### src/design/dspdec_pkg.sv
// Package with the opcode patterns, field positions and decode types.
package dspdec_pkg;
	localparam int WORD_W = 16;
	// Cycle counts of the decoded instructions.
	localparam logic [2:0] CYC_1 = 3'h1;
	localparam logic [2:0] CYC_2 = 3'h2;
	localparam logic [2:0] CYC_3 = 3'h3;
	localparam logic [2:0] CYC_4 = 3'h4;
	// Fixed opcode bytes and words.
	localparam logic [7:0] OP_COND_BRANCH = 8'hE3;
	localparam logic [5:0] OP_COND_CALL = 6'h3A;
	localparam logic [3:0] OP_BIT_TEST = 4'h4;
	localparam logic [7:0] OP_REG_BIT_TEST = 8'h6F;
	localparam logic [7:0] OP_BLOCK_SRC_IMM = 8'hA8;
	localparam logic [7:0] OP_BLOCK_DST_IMM = 8'hA9;
	localparam logic [7:0] OP_BLOCK_PROG = 8'hA5;
	localparam logic [15:0] OP_ACC_CALL = 16'hBE30;
	localparam logic [7:0] OP_DIRECT_CALL = 8'h7A;
	localparam logic [15:0] OP_CFG_DATA = 16'hBE44;
	localparam logic [15:0] OP_INT_ENABLE = 16'hBE40;
	localparam logic [15:0] OP_CLR_XF = 16'hBE4C;
	localparam logic [15:0] OP_ACC_INVERT = 16'hBE01;
	localparam logic [13:0] OP_AUX_COMPARE = 14'h2FD1;
	localparam logic [7:0] OP_DATA_COPY = 8'h77;
	localparam logic [15:0] OP_IDLE = 16'hBE22;
	localparam logic [7:0] OP_PORT_IN = 8'hAF;
	localparam logic [10:0] OP_SW_TRAP = 11'h5F3;
	localparam logic [3:0] OP_ACC_LOAD_SHIFT = 4'h1;
	localparam logic [11:0] OP_ACC_LOAD_IMM = 12'hBF8;
	localparam logic [7:0] OP_ZERO_LOW_LOAD = 8'h6A;
	// Condition-select pair codes.
	localparam logic [1:0] SEL_PIN_LOW = 2'h0;
	localparam logic [1:0] SEL_FLAG_SET = 2'h1;
	localparam logic [1:0] SEL_FLAG_CLEAR = 2'h2;
	// Field positions inside the first word.
	localparam int POS_FIELD_HI = 11;
	localparam int POS_FIELD_LO = 8;
	localparam int POS_SEL = 8;

	// Decoded operation kinds.
	typedef enum logic [4:0] {
		DSPDEC_NOP,
		DSPDEC_COND_BRANCH,
		DSPDEC_BIT_TEST,
		DSPDEC_REG_BIT_TEST,
		DSPDEC_BLOCK_SRC_IMM,
		DSPDEC_BLOCK_DST_IMM,
		DSPDEC_BLOCK_PROG,
		DSPDEC_ACC_CALL,
		DSPDEC_DIRECT_CALL,
		DSPDEC_COND_CALL,
		DSPDEC_CFG_DATA,
		DSPDEC_INT_ENABLE,
		DSPDEC_CLR_XF,
		DSPDEC_ACC_INVERT,
		DSPDEC_AUX_COMPARE,
		DSPDEC_DATA_COPY,
		DSPDEC_IDLE,
		DSPDEC_PORT_IN,
		DSPDEC_SW_TRAP,
		DSPDEC_ACC_LOAD_SHIFT,
		DSPDEC_ACC_LOAD_IMM,
		DSPDEC_ZERO_LOW_LOAD,
		DSPDEC_ILLEGAL
	} dspdec_op_e;

	// Status flags that conditional forms test.
	typedef struct packed {
		logic zero;
		logic negative;
		logic overflow;
		logic carry;
		logic test_control_flag;
		logic branch_input_pin_low;
	} dspdec_flags_s;

	// Execute controls issued for one decoded instruction.
	typedef struct packed {
		dspdec_op_e op;
		logic two_word;
		logic [2:0] cycles;
		logic cond_true;
		logic [3:0] field;
		logic [4:0] trap_vector;
		logic [1:0] compare_type_field;
		logic writes_state;
	} dspdec_ctrl_s;
endpackage : dspdec_pkg

### src/design/dspdec_decoder.sv
// Partial instruction decoder for the fixed-point signal processor core.
`timescale 1ns/1ns
`default_nettype none
// Summary of operation
// [RULE_01] Byte E3 is a two-word conditional branch; 4 cycles taken, 2 not.
// [RULE_02] Branch-if-nonzero uses condition byte 08; zero must be false.
// [RULE_03] Branch-if-zero uses condition byte 88: zero tested, must be true.
// [RULE_04] Branch-on-overflow uses condition byte 22; taken on overflow.
// [RULE_05] Top nibble 4 tests the bit chosen by bits 11..8, one cycle.
// [RULE_06] Byte 6F tests the operand bit chosen by the temporary register.
// [RULE_07] Bytes A8 and A9 are two-word data block moves, three cycles.
// [RULE_08] Software keeps data block moves off mapped interrupt registers.
// [RULE_09] Byte A5 is a two-word program-to-data block move, three cycles.
// [RULE_10] BE30 calls via accumulator; byte 7A calls direct; both 4 cycles.
// [RULE_11] Prefix 111010 is a two-word conditional call, 4 or 2 cycles.
// [RULE_12] BE44 configures the block as data memory; BE40 enables interrupts.
// [RULE_13] BE4C clears the external flag bit.
// [RULE_14] BE01 complements the accumulator in one cycle.
// [RULE_15] BF44..BF47 compare auxiliary register with register zero.
// [RULE_16] Byte 77 copies a data word to the next address, one cycle.
// [RULE_17] BE22 halts execution in low power until an interrupt; here idle holds until reset.
// [RULE_18] Port input is two words, two cycles, second word is port address.
// [RULE_19] BE60..BE7F raise a software interrupt to the vector, 4 cycles.
// [RULE_20] Top nibble 1 loads the accumulator from memory with shift.
// [RULE_21] BF8x loads the accumulator with the shifted following constant.
// [RULE_22] Byte 6A zeroes low accumulator and loads the high half.
// [RULE_23] Select pair: 0 pin low, 1 flag set, 2 flag clear, 3 none.
// [RULE_24] Low nibble masks tested flags, bits 7..4 hold wanted states.
// [RULE_25] Unknown words are illegal and leave architectural state unchanged.
module dspdec_decoder #(
	parameter int WIDTH = 16
) (
	input wire logic sys_clk_in,
	input wire logic rstn_in,
	input wire logic word_valid_in,
	input wire logic [WIDTH-1:0] word_in,
	input wire dspdec_pkg::dspdec_flags_s flags_in,
	output dspdec_pkg::dspdec_ctrl_s ctrl_out,
	output logic ctrl_valid_out,
	output logic illegal_out,
	output logic data_memory_mode_out,
	output logic interrupts_enabled_out,
	output logic external_flag_out,
	output logic idle_out,
	output logic interrupt_wake_in_dummy_out
);
	import dspdec_pkg::*;

	// The decode widths are fixed by the instruction format.
	if (WIDTH != WORD_W) begin : g_bad_width
		$error("dspdec_decoder: WIDTH must equal the instruction width");
	end

	// Returns the cycle count of a conditional form.
	function automatic logic [2:0] cond_cycles(input logic met);
		cond_cycles = met ? CYC_4 : CYC_2;
	endfunction

	// Pattern matching on the first word, continuous and prioritized.
	logic [15:0] w;
	logic is_cbr;
	logic is_ccall;
	logic cond_met;
	assign w = word_in[15:0];
	assign is_cbr = w[15:8] == OP_COND_BRANCH; // [RULE_01]
	assign is_ccall = w[15:10] == OP_COND_CALL; // [RULE_11]

	// Masked compare covers the nonzero, zero and overflow byte forms.
	dspdec_cond_eval u_cond (
		.condition_flag_field_in(w[7:0]), // [RULE_02] [RULE_03] [RULE_04]
		.condition_select_pair_in(w[POS_SEL+1:POS_SEL]),
		.use_select_in(is_ccall),
		.flags_in(flags_in),
		.met_out(cond_met)
	);

	// Operation selection; earlier matches win over later ones.
	dspdec_op_e next_op;
	assign next_op =
		is_cbr ? DSPDEC_COND_BRANCH :
		is_ccall ? DSPDEC_COND_CALL :
		(w == OP_ACC_CALL) ? DSPDEC_ACC_CALL : // [RULE_10]
		(w == OP_CFG_DATA) ? DSPDEC_CFG_DATA : // [RULE_12]
		(w == OP_INT_ENABLE) ? DSPDEC_INT_ENABLE : // [RULE_12]
		(w == OP_CLR_XF) ? DSPDEC_CLR_XF : // [RULE_13]
		(w == OP_ACC_INVERT) ? DSPDEC_ACC_INVERT : // [RULE_14]
		(w == OP_IDLE) ? DSPDEC_IDLE : // [RULE_17]
		(w[15:2] == OP_AUX_COMPARE) ? DSPDEC_AUX_COMPARE : // [RULE_15]
		(w[15:5] == OP_SW_TRAP) ? DSPDEC_SW_TRAP : // [RULE_19]
		(w[15:4] == OP_ACC_LOAD_IMM) ? DSPDEC_ACC_LOAD_IMM : // [RULE_21]
		(w[15:12] == OP_BIT_TEST) ? DSPDEC_BIT_TEST : // [RULE_05]
		(w[15:8] == OP_REG_BIT_TEST) ? DSPDEC_REG_BIT_TEST : // [RULE_06]
		(w[15:8] == OP_BLOCK_SRC_IMM) ? DSPDEC_BLOCK_SRC_IMM : // [RULE_07]
		(w[15:8] == OP_BLOCK_DST_IMM) ? DSPDEC_BLOCK_DST_IMM : // [RULE_07]
		(w[15:8] == OP_BLOCK_PROG) ? DSPDEC_BLOCK_PROG : // [RULE_09]
		(w[15:8] == OP_DIRECT_CALL) ? DSPDEC_DIRECT_CALL : // [RULE_10]
		(w[15:8] == OP_DATA_COPY) ? DSPDEC_DATA_COPY : // [RULE_16]
		(w[15:8] == OP_PORT_IN) ? DSPDEC_PORT_IN : // [RULE_18]
		(w[15:12] == OP_ACC_LOAD_SHIFT) ? DSPDEC_ACC_LOAD_SHIFT : // [RULE_20]
		(w[15:8] == OP_ZERO_LOW_LOAD) ? DSPDEC_ZERO_LOW_LOAD : // [RULE_22]
		DSPDEC_ILLEGAL; // [RULE_25]

	// Words, cycles and condition for the selected operation.
	logic next_two_word;
	logic [2:0] next_cycles;
	always_comb begin
		next_two_word = 1'b0;
		next_cycles = CYC_1;
		case (next_op)
			DSPDEC_COND_BRANCH, DSPDEC_COND_CALL: begin
				next_two_word = 1'b1;
				next_cycles = cond_cycles(cond_met); // [RULE_01] [RULE_11]
			end
			DSPDEC_BLOCK_SRC_IMM, DSPDEC_BLOCK_DST_IMM,
			DSPDEC_BLOCK_PROG: begin
				next_two_word = 1'b1;
				next_cycles = CYC_3; // [RULE_07] [RULE_09]
			end
			DSPDEC_DIRECT_CALL: begin
				next_two_word = 1'b1;
				next_cycles = CYC_4; // [RULE_10]
			end
			DSPDEC_ACC_CALL, DSPDEC_SW_TRAP: begin
				next_cycles = CYC_4; // [RULE_10] [RULE_19]
			end
			DSPDEC_PORT_IN: begin
				next_two_word = 1'b1;
				next_cycles = CYC_2; // [RULE_18]
			end
			DSPDEC_ACC_LOAD_IMM: begin
				next_two_word = 1'b1;
				next_cycles = CYC_2; // [RULE_21]
			end
			DSPDEC_ILLEGAL, DSPDEC_NOP: begin
				next_cycles = CYC_1;
			end
			default: begin
				next_cycles = CYC_1;
			end
		endcase
	end

	// Packed control word assembled from the decoded fields.
	dspdec_ctrl_s next_ctrl;
	logic next_writes;
	assign next_writes = next_op != DSPDEC_ILLEGAL; // [RULE_25]
	assign next_ctrl = '{op: next_op, two_word: next_two_word,
		cycles: next_cycles,
		cond_true: (is_cbr || is_ccall) && cond_met,
		field: w[POS_FIELD_HI:POS_FIELD_LO], // [RULE_05]
		trap_vector: w[4:0], // [RULE_19]
		compare_type_field: w[1:0], // [RULE_15]
		writes_state: next_writes};

	// Second word of a two-word instruction is operand, never decoded.
	logic second_pending;
	logic decode_now;
	assign decode_now = word_valid_in && !second_pending && !idle_out;

	// Decode pipeline register and second-word tracking.
	always_ff @(posedge sys_clk_in) begin
		if (!rstn_in) begin
			ctrl_out <= '0;
			ctrl_valid_out <= 1'b0;
			illegal_out <= 1'b0;
			second_pending <= 1'b0;
		end else begin
			ctrl_valid_out <= decode_now;
			illegal_out <= decode_now && (next_op == DSPDEC_ILLEGAL);
			if (decode_now) begin
				ctrl_out <= next_ctrl;
				second_pending <= next_two_word; // [RULE_18]
			end else if (word_valid_in) begin
				second_pending <= 1'b0;
			end
		end
	end

	// Status bits that single-word control forms change.
	logic do_cfg;
	logic do_ie;
	logic do_xf;
	logic do_idle;
	assign do_cfg = decode_now && next_op == DSPDEC_CFG_DATA;
	assign do_ie = decode_now && next_op == DSPDEC_INT_ENABLE;
	assign do_xf = decode_now && next_op == DSPDEC_CLR_XF;
	assign do_idle = decode_now && next_op == DSPDEC_IDLE;

	// Control bits; idle holds until reset, as no wake input reaches here.
	always_ff @(posedge sys_clk_in) begin
		if (!rstn_in) begin
			data_memory_mode_out <= 1'b0;
			interrupts_enabled_out <= 1'b0;
			external_flag_out <= 1'b1;
			idle_out <= 1'b0;
			interrupt_wake_in_dummy_out <= 1'b0;
		end else begin
			if (do_cfg) begin
				data_memory_mode_out <= 1'b1; // [RULE_12]
			end
			if (do_ie) begin
				interrupts_enabled_out <= 1'b1; // [RULE_12]
			end
			if (do_xf) begin
				external_flag_out <= 1'b0; // [RULE_13]
			end
			if (do_idle) begin
				idle_out <= 1'b1; // [RULE_17]
			end
			interrupt_wake_in_dummy_out <= 1'b0;
		end
	end
endmodule // dspdec_decoder
`default_nettype wire

### src/design/dspdec_cond_eval.sv
// Condition evaluator for conditional branch and call forms.
`timescale 1ns/1ns
`default_nettype none
module dspdec_cond_eval (
	input wire logic [7:0] condition_flag_field_in,
	input wire logic [1:0] condition_select_pair_in,
	input wire logic use_select_in,
	input wire dspdec_pkg::dspdec_flags_s flags_in,
	output logic met_out
);
	import dspdec_pkg::*;

	// Masked flag comparison: each tested flag must match its wanted state.
	logic [3:0] mask;
	logic [3:0] want;
	logic [3:0] have;
	logic flags_ok;
	logic sel_ok;
	assign mask = condition_flag_field_in[3:0];
	assign want = condition_flag_field_in[7:4];
	assign have = {flags_in.zero, flags_in.negative, flags_in.overflow,
		flags_in.carry};
	assign flags_ok = ((have ^ want) & mask) == 4'h0; // [RULE_24]

	// Pair select adds the pin or test flag condition.
	assign sel_ok = (condition_select_pair_in == SEL_PIN_LOW) ?
		flags_in.branch_input_pin_low :
		(condition_select_pair_in == SEL_FLAG_SET) ?
		flags_in.test_control_flag :
		(condition_select_pair_in == SEL_FLAG_CLEAR) ?
		!flags_in.test_control_flag : 1'b1; // [RULE_23]
	assign met_out = flags_ok && (sel_ok || !use_select_in);
endmodule // dspdec_cond_eval
`default_nettype wire

### config.mk
export PLATFORM = sky130hd
export DESIGN_NAME = dspdec_decoder
export DESIGN_NICKNAME = d
export VERILOG_FILES = /design/src/design/dspdec_pkg.sv /design/src/design/dspdec_decoder.sv /design/src/design/dspdec_cond_eval.sv
export SDC_FILE = /design/constraint.sdc
export NUM_CORES = 1
export LEC_CHECK = 0
export ABC_AREA = 1
export BUFFER_PORTS_ARGS = -buffer_cell sky130_fd_sc_hd__buf_2
export CORE_ASPECT_RATIO = 1.2
export CORE_UTILIZATION = 30
export CTS_CLUSTER_DIAMETER = 40
export CTS_CLUSTER_SIZE = 20
export DETAILED_ROUTE_END_ITERATION = 7
export HOLD_SLACK_MARGIN = 0.12
export PLACE_DENSITY = 0.64
export RECOVER_POWER = 25
export SYNTH_ARGS = -nofsm -noshare
export SYNTH_HDL_FRONTEND = slang
export SYNTH_HIERARCHICAL = 1
export SYNTH_SLANG_ARGS = --single-unit
### constraint.sdc
create_clock -name sys_clk_in -period 1.9 [get_ports sys_clk_in]
set_clock_uncertainty 0.05 [all_clocks]
set_input_delay 0.57 -clock sys_clk_in [delete_from_list [all_inputs] [get_ports sys_clk_in]]
set_output_delay 0.57 -clock sys_clk_in [all_outputs]
set_load 0.005 [all_outputs]
**Yosys cells after proc, flatten, opt, wreduce, memory -nomap -nowiden**

Cells that the tools add are included.

- Register bits after elaboration: 29
- Output and inout port bits: 29
- Logic and storage cells: 108

- Multiplexer cells: 29
- Bitwise gates (word level): 2
- Eq/ne operators: 39
- Reductions and logical operators: 23

Operators with widths:

| kind | number |
|---|---|
| equality test 16 bit, second input constant | 6 |
| two-way mux 5 bit | 18 |
| equality test 8 bit, second input constant | 5 |
| equality test 8 x 7 -> 1 bit, second input constant | 4 |
| equality test 5 x 4 -> 1 bit, second input constant | 5 |
| equality test 5 bit, second input constant | 5 |
| equality test 5 x 3 -> 1 bit, second input constant | 4 |
| equality test 14 bit, second input constant | 1 |
| equality test 12 bit, second input constant | 1 |
| one-hot mux 3 bit (4 select lines) | 1 |
| equality test 11 bit, second input constant | 1 |
| logical AND 1 bit | 9 |
| two-way mux 3 bit | 3 |
| OR reduction 8 bit | 1 |
| equality test 6 bit, second input constant | 1 |
| two-way mux 1 bit | 6 |
| OR reduction 3 bit | 2 |
| equality test 5 x 1 -> 1 bit, second input constant | 1 |
| inequality test 5 bit, second input constant | 1 |
| bitwise AND 4 bit | 1 |
| equality test 4 x 1 -> 1 bit, second input constant | 1 |
| equality test 4 x 3 -> 1 bit, second input constant | 1 |
| zero test 1 bit | 4 |
| zero test 4 bit | 1 |
| other kinds (8) | 10 |

**Logic depth before layout (Yosys ltp)**

- Depth after elaboration: 26
- Mapped depth: 14
- Gate-level depth less buffers: 14

**By module**

The synthesis kept the hierarchy.

By module, submodules not included:

| module | area an instance (um^2) | times used | cells an instance |
|---|---|---|---|
| dspdec_decoder | 1,580.3 | 1 | 249 |
| dspdec_cond_eval | 97.6 | 1 | 23 |

**Least setup slack after synthesis**

Ideal clock, no wire load.

- Kind: input -> register
- Start: input word_in[4]
- End: register illegal_out
- Setup time: 0.117 ns
- Data required time: 1.733 ns
- Stages on the path: 10
- Slack: 0.204 ns
- Arrival time: 1.529 ns
- Path through: nor2_1 inv_1 nor2_4 nand3_1 nor3_1 nor2_1 nand4_1 nor2_1 nand2_1 nor2_1

- Cells in the longest elaborated chain, start to end: 14
- Elaborated cells between the ends (all ways): 21
- Classes of those cells: eq/ne (9); mux (11); reduce/logical (1)

Ends and longest elaborated chain:

| what | RTL line | text |
|---|---|---|
| start: declaration | dspdec_decoder.sv:36 | `input wire logic [WIDTH-1:0] word_in,` |
| equality test 12 bit | dspdec_decoder.sv:90 | `(w[15:4] == OP_ACC_LOAD_IMM) ? DSPDEC_ACC_LOAD_IMM :` |
| two-way mux 5 bit | dspdec_decoder.sv:90 |  |
| two-way mux 5 bit | dspdec_decoder.sv:89 | `(w[15:5] == OP_SW_TRAP) ? DSPDEC_SW_TRAP :` |
| two-way mux 5 bit | dspdec_decoder.sv:88 | `(w[15:2] == OP_AUX_COMPARE) ? DSPDEC_AUX_COMPARE :` |
| two-way mux 5 bit | dspdec_decoder.sv:87 | `(w == OP_IDLE) ? DSPDEC_IDLE :` |
| two-way mux 5 bit | dspdec_decoder.sv:86 | `(w == OP_ACC_INVERT) ? DSPDEC_ACC_INVERT :` |
| two-way mux 5 bit | dspdec_decoder.sv:85 | `(w == OP_CLR_XF) ? DSPDEC_CLR_XF :` |
| two-way mux 5 bit | dspdec_decoder.sv:84 | `(w == OP_INT_ENABLE) ? DSPDEC_INT_ENABLE :` |
| two-way mux 5 bit | dspdec_decoder.sv:83 | `(w == OP_CFG_DATA) ? DSPDEC_CFG_DATA :` |
| two-way mux 5 bit (*) | dspdec_decoder.sv:82 | `(w == OP_ACC_CALL) ? DSPDEC_ACC_CALL :` |
| two-way mux 5 bit (*) | dspdec_decoder.sv:81 | `is_ccall ? DSPDEC_COND_CALL :` |
| two-way mux 5 bit (*) | dspdec_decoder.sv:80 | `is_cbr ? DSPDEC_COND_BRANCH :` |
| equality test 5 bit (*) | dspdec_decoder.sv:169 | `illegal_out <= decode_now && (next_op == DSPDEC_ILLEGAL);` |
| logical AND 1 bit (*) | dspdec_decoder.sv:169 |  |
| end signal: assignment | dspdec_decoder.sv:169 |  |
| end: declaration | dspdec_decoder.sv:40 | `output logic illegal_out,` |

Mark *: on every way between the ends. The rest lies on a longest branch, timed or not.
A chain may end at the register's enable or synchronous reset.

**Worst setup path in the final report**

- Start: input word_in[14]
- End: register illegal_out

- Cells in the longest elaborated chain, start to end: 24
- Elaborated cells between the ends (all ways): 44
- Classes of those cells: eq/ne (22); mux (21); reduce/logical (1)

Ends and longest elaborated chain:

| what | RTL line | text |
|---|---|---|
| equality test 8 x 7 -> 1 bit | dspdec_decoder.sv:100 | `(w[15:8] == OP_ZERO_LOW_LOAD) ? DSPDEC_ZERO_LOW_LOAD :` |
| two-way mux 2 bit | dspdec_decoder.sv:100 |  |
| two-way mux 3 bit | dspdec_decoder.sv:99 | `(w[15:12] == OP_ACC_LOAD_SHIFT) ? DSPDEC_ACC_LOAD_SHIFT :` |
| two-way mux 3 bit | dspdec_decoder.sv:98 | `(w[15:8] == OP_PORT_IN) ? DSPDEC_PORT_IN :` |
| two-way mux 5 bit | dspdec_decoder.sv:97 | `(w[15:8] == OP_DATA_COPY) ? DSPDEC_DATA_COPY :` |
| two-way mux 5 bit | dspdec_decoder.sv:96 | `(w[15:8] == OP_DIRECT_CALL) ? DSPDEC_DIRECT_CALL :` |
| two-way mux 5 bit | dspdec_decoder.sv:95 | `(w[15:8] == OP_BLOCK_PROG) ? DSPDEC_BLOCK_PROG :` |
| two-way mux 5 bit | dspdec_decoder.sv:94 | `(w[15:8] == OP_BLOCK_DST_IMM) ? DSPDEC_BLOCK_DST_IMM :` |
| (+8 left out) | n/a |  |
| two-way mux 5 bit | dspdec_decoder.sv:85 |  |
| two-way mux 5 bit | dspdec_decoder.sv:84 |  |
| two-way mux 5 bit | dspdec_decoder.sv:83 |  |
| two-way mux 5 bit | dspdec_decoder.sv:82 |  |
| two-way mux 5 bit | dspdec_decoder.sv:81 |  |
| two-way mux 5 bit (*) | dspdec_decoder.sv:80 |  |
| equality test 5 bit (*) | dspdec_decoder.sv:169 |  |
| logical AND 1 bit (*) | dspdec_decoder.sv:169 |  |

Marked as above.

==> reports/qor.csv <==
stage;metric;value;unit
timing;minimum clock period;1690;ps
synth;synth warn;6;
placement;estimated wirelength of the detail-placed design;3790;µm
critical_path;type of origin of the critical path;input pin;
floorplanning;die width;70.3;µm
drt;wire per inst;10.9;µm
critical_path;Worst Path Required;2020;ps
grt;first-pass GRT wire length;8160;µm
cells_and_area;n_diodes;0;
grt;largest net degree at the start of global routing;21;
drt;post-route ant nets;0;
clocking;post_cts resized;0;
floorplanning;Starting Density;0.315;
synth;Yosys reg bits;27;
clocking;clk slew on worst S/H paths;90;ps
pwr;Pwr per Cell Area;527;mW/mm²
synth;Area contributors post-synth;dfxtp_1 (32%), nand2_1 (14%), nor2_1 (9.8%);
cells_and_area;fin util;0.419;
clocking;Setup Buffers After CTS;0;
synth;post-synth cell types;30;
timing;Max-slew headroom;0.529;
synth;syn_area_per_cell;6.17;µm²
run_status;status;complete, no violations;
grt;number of global-route vias before repair;1876;
timing;Min Hold Slack;398;ps
timing;Slew @ Worst Pin;706;ps
floorplanning;I/O Pins;54;
timing;Max Slew Vio Count;0;
clocking;CTS tree;built;
clocking;clock buffer count from CTS;3;
floorplanning;std cell rows;29;
clocking;clock sinks;27;
cells_and_area;P&R area growth vs syn;33.3;%
critical_path;CP endpoint kind;register;
flow_run;max-cap violation count;0;
critical_path;Arr. time, crit path;1810;ps
pwr;LEAKAGE;1.20;nW
placement;GP Congestion;0.892;
timing;setup violators final;0;
clocking;H-tree depth;1;
drt;vias per cell;4.62;
drt;First DRT Iteration DRCs;44;
clocking;clock buffer depth;2;
timing;RSZ-0062 raised after global routing;no;
timing;Max Freq;591;MHz
clocking;insertion delay to the later sink of the worst-skew pair;270;ps
synth;Yosys top cell area share;0.322;
clocking;CTS hold repair buffers;0;
pwr;Max VDD drop;0.000336;V
drt;Routed WL;4490;µm
critical_path;CP Class;in2reg;
synth;Synth Net Count;297;
floorplanning;Die H;83.9;µm
synth;post-synthesis cell count;272;
cells_and_area;share of layout cells above drive strength 1;0.287;
timing;Final Hold Vio Count;0;
critical_path;worst reg-to-reg setup slack;310;ps
grt;grt total ovfl;0;
min_path;HP Class;reg2reg;
drt;Vias;1899;
floorplanning;Core Region;0.00533;mm²
clocking;clk root buf;clkbuf_8;
floorplanning;die footprint;0.00590;mm²
timing;Final Cycle Share;0.891;
critical_path;crit-path max FO;5;
synth;Netlist Area Pre-Place;0.00168;mm²
drt;# DRC;0;
cells_and_area;Nets;375;
synth;Synth area leader;dfxtp_1;
grt;GRT Overall Usage;0.168;
grt;initial antenna violation count;0;
drt;Pre-antenna DRT Iters;4;
pwr;Pwr Total;1.18;mW
placement;port bufs;52;
synth;post-synthesis sequential area ratio;0.322;
## power by group
part | switching, mW | internal [mW] | leakage (nW)
Combinational | 0.140 | 0.106 | 0.951
Sequential | 0.0128 | 0.594 | 0.222
Clock | 0.179 | 0.147 | 0.0255
## kinds of logic (layout without fill, tap and decap cells)
family,after synthesis,count (layout),share of synthesized area
other,1,1,0.00223
flip-flops,27,27,0.322
AND/OR/NAND/NOR,156,156,0.426
buffers and inverters,43,120,0.103
AO/OA/AOI/OAI,45,45,0.147
## state kept, by name (all words and copies together), names as in the netlist
signal	flops
idle_out	1
illegal_out	1
interrupts_enabled_out	1
ctrl_out	20
data_memory_mode_out	1
ctrl_valid_out	1
second_pending	1
external_flag_out	1
## cell usage in the layout, fill, tap and decap left out, types with 2 or more instances in the layout
master / n
clkbuf_1: 2
o21a_1: 2
o21ai_0: 18
nand3_2: 2
nand2_1: 64
nor2_2: 2
dfxtp_1: 27
inv_1: 30
nor3_1: 8
nand4_1: 9
inv_2: 3
nor2_1: 44
nor2_4: 3
a21oi_1: 19
nand3_1: 18
buf_4: 29
buf_2: 51
clkbuf_8: 3
## synthesized netlist by cell type
cell type	instances
a21oi_1	19
a31oi_1	1
and2_4	1
buf_4	3
clkbuf_1	6
clkinv_1	1
conb_1	1
dfxtp_1	27
inv_1	30
inv_2	3
nand2_1	64
nand2_2	1
nand3_1	18
nand3_2	2
nand4_1	9
nor2_1	44
nor2_2	2
nor2_4	3
nor3_1	8
nor3_4	1
nor4_2	1
o211ai_1	1
o21a_1	2
o21ai_0	18
o21ai_1	1
o21ai_2	1
o22ai_1	1
o31ai_2	1
or2_0	1
or2_1	1
## critical path, cell delays in order
cell and delay, ps:
buf_2 130, inv_2 80, nand2_1 50, nor2_1 170, nand2_1 170, nor4_2 290
nor2_1 120, nand3_1 100, nor2_2 40, nand2_1 50, nor2_1 30
## path summary, 6_finish.rpt
kind / to / cells past startpoint / from
max reg2reg: second_pending$_SDFFE_PN0P_ / 4 / idle_out$_SDFFE_PN0P_
max: illegal_out$_SDFF_PN0_ / 11 / word_in[14]
min: interrupts_enabled_out$_SDFFE_PN0P_ / 2 / interrupts_enabled_out$_SDFFE_PN0P_
min reg2reg: interrupts_enabled_out$_SDFFE_PN0P_ / 2 / interrupts_enabled_out$_SDFFE_PN0P_
## metrics by stage
| step | worst slack [ps] | area, µm² | setup TNS (ps) | std cells |
|---|---|---|---|---|
| after floorplan | 204 | 1680 | 0 | 272 |
| after global placement | -23.6 | 2200 | -39.2 | 407 |
| after detailed placement | -85.0 | 2200 | -194 | 407 |
| after CTS | 217 | 2240 | 0 | 411 |
| after global routing | 38.3 | 2240 | 0 | 411 |
| final | 207 | 2240 | 0 | 411 |
## per-layer routing
layer  vias to the layer above  global-route usage  part of all wire
met4                         0              0.0455             0.022
met5                         -                   0                 0
li1                       1025                   -                 -
met3                        10              0.0302             0.045
met2                        51               0.293              0.47
met1                       813               0.208              0.46
## layout make-up
type                    count  area [µm²]
well taps                  62        77.6
multi-input cells         202         965
inverters                  34         128
fillers                   585        3100
clock inverters             1        5.00
clock buffers               3        41.3
flip-flops and latches     27         541
repair buffers             82         480
Power figures use the tool's default switching activity.
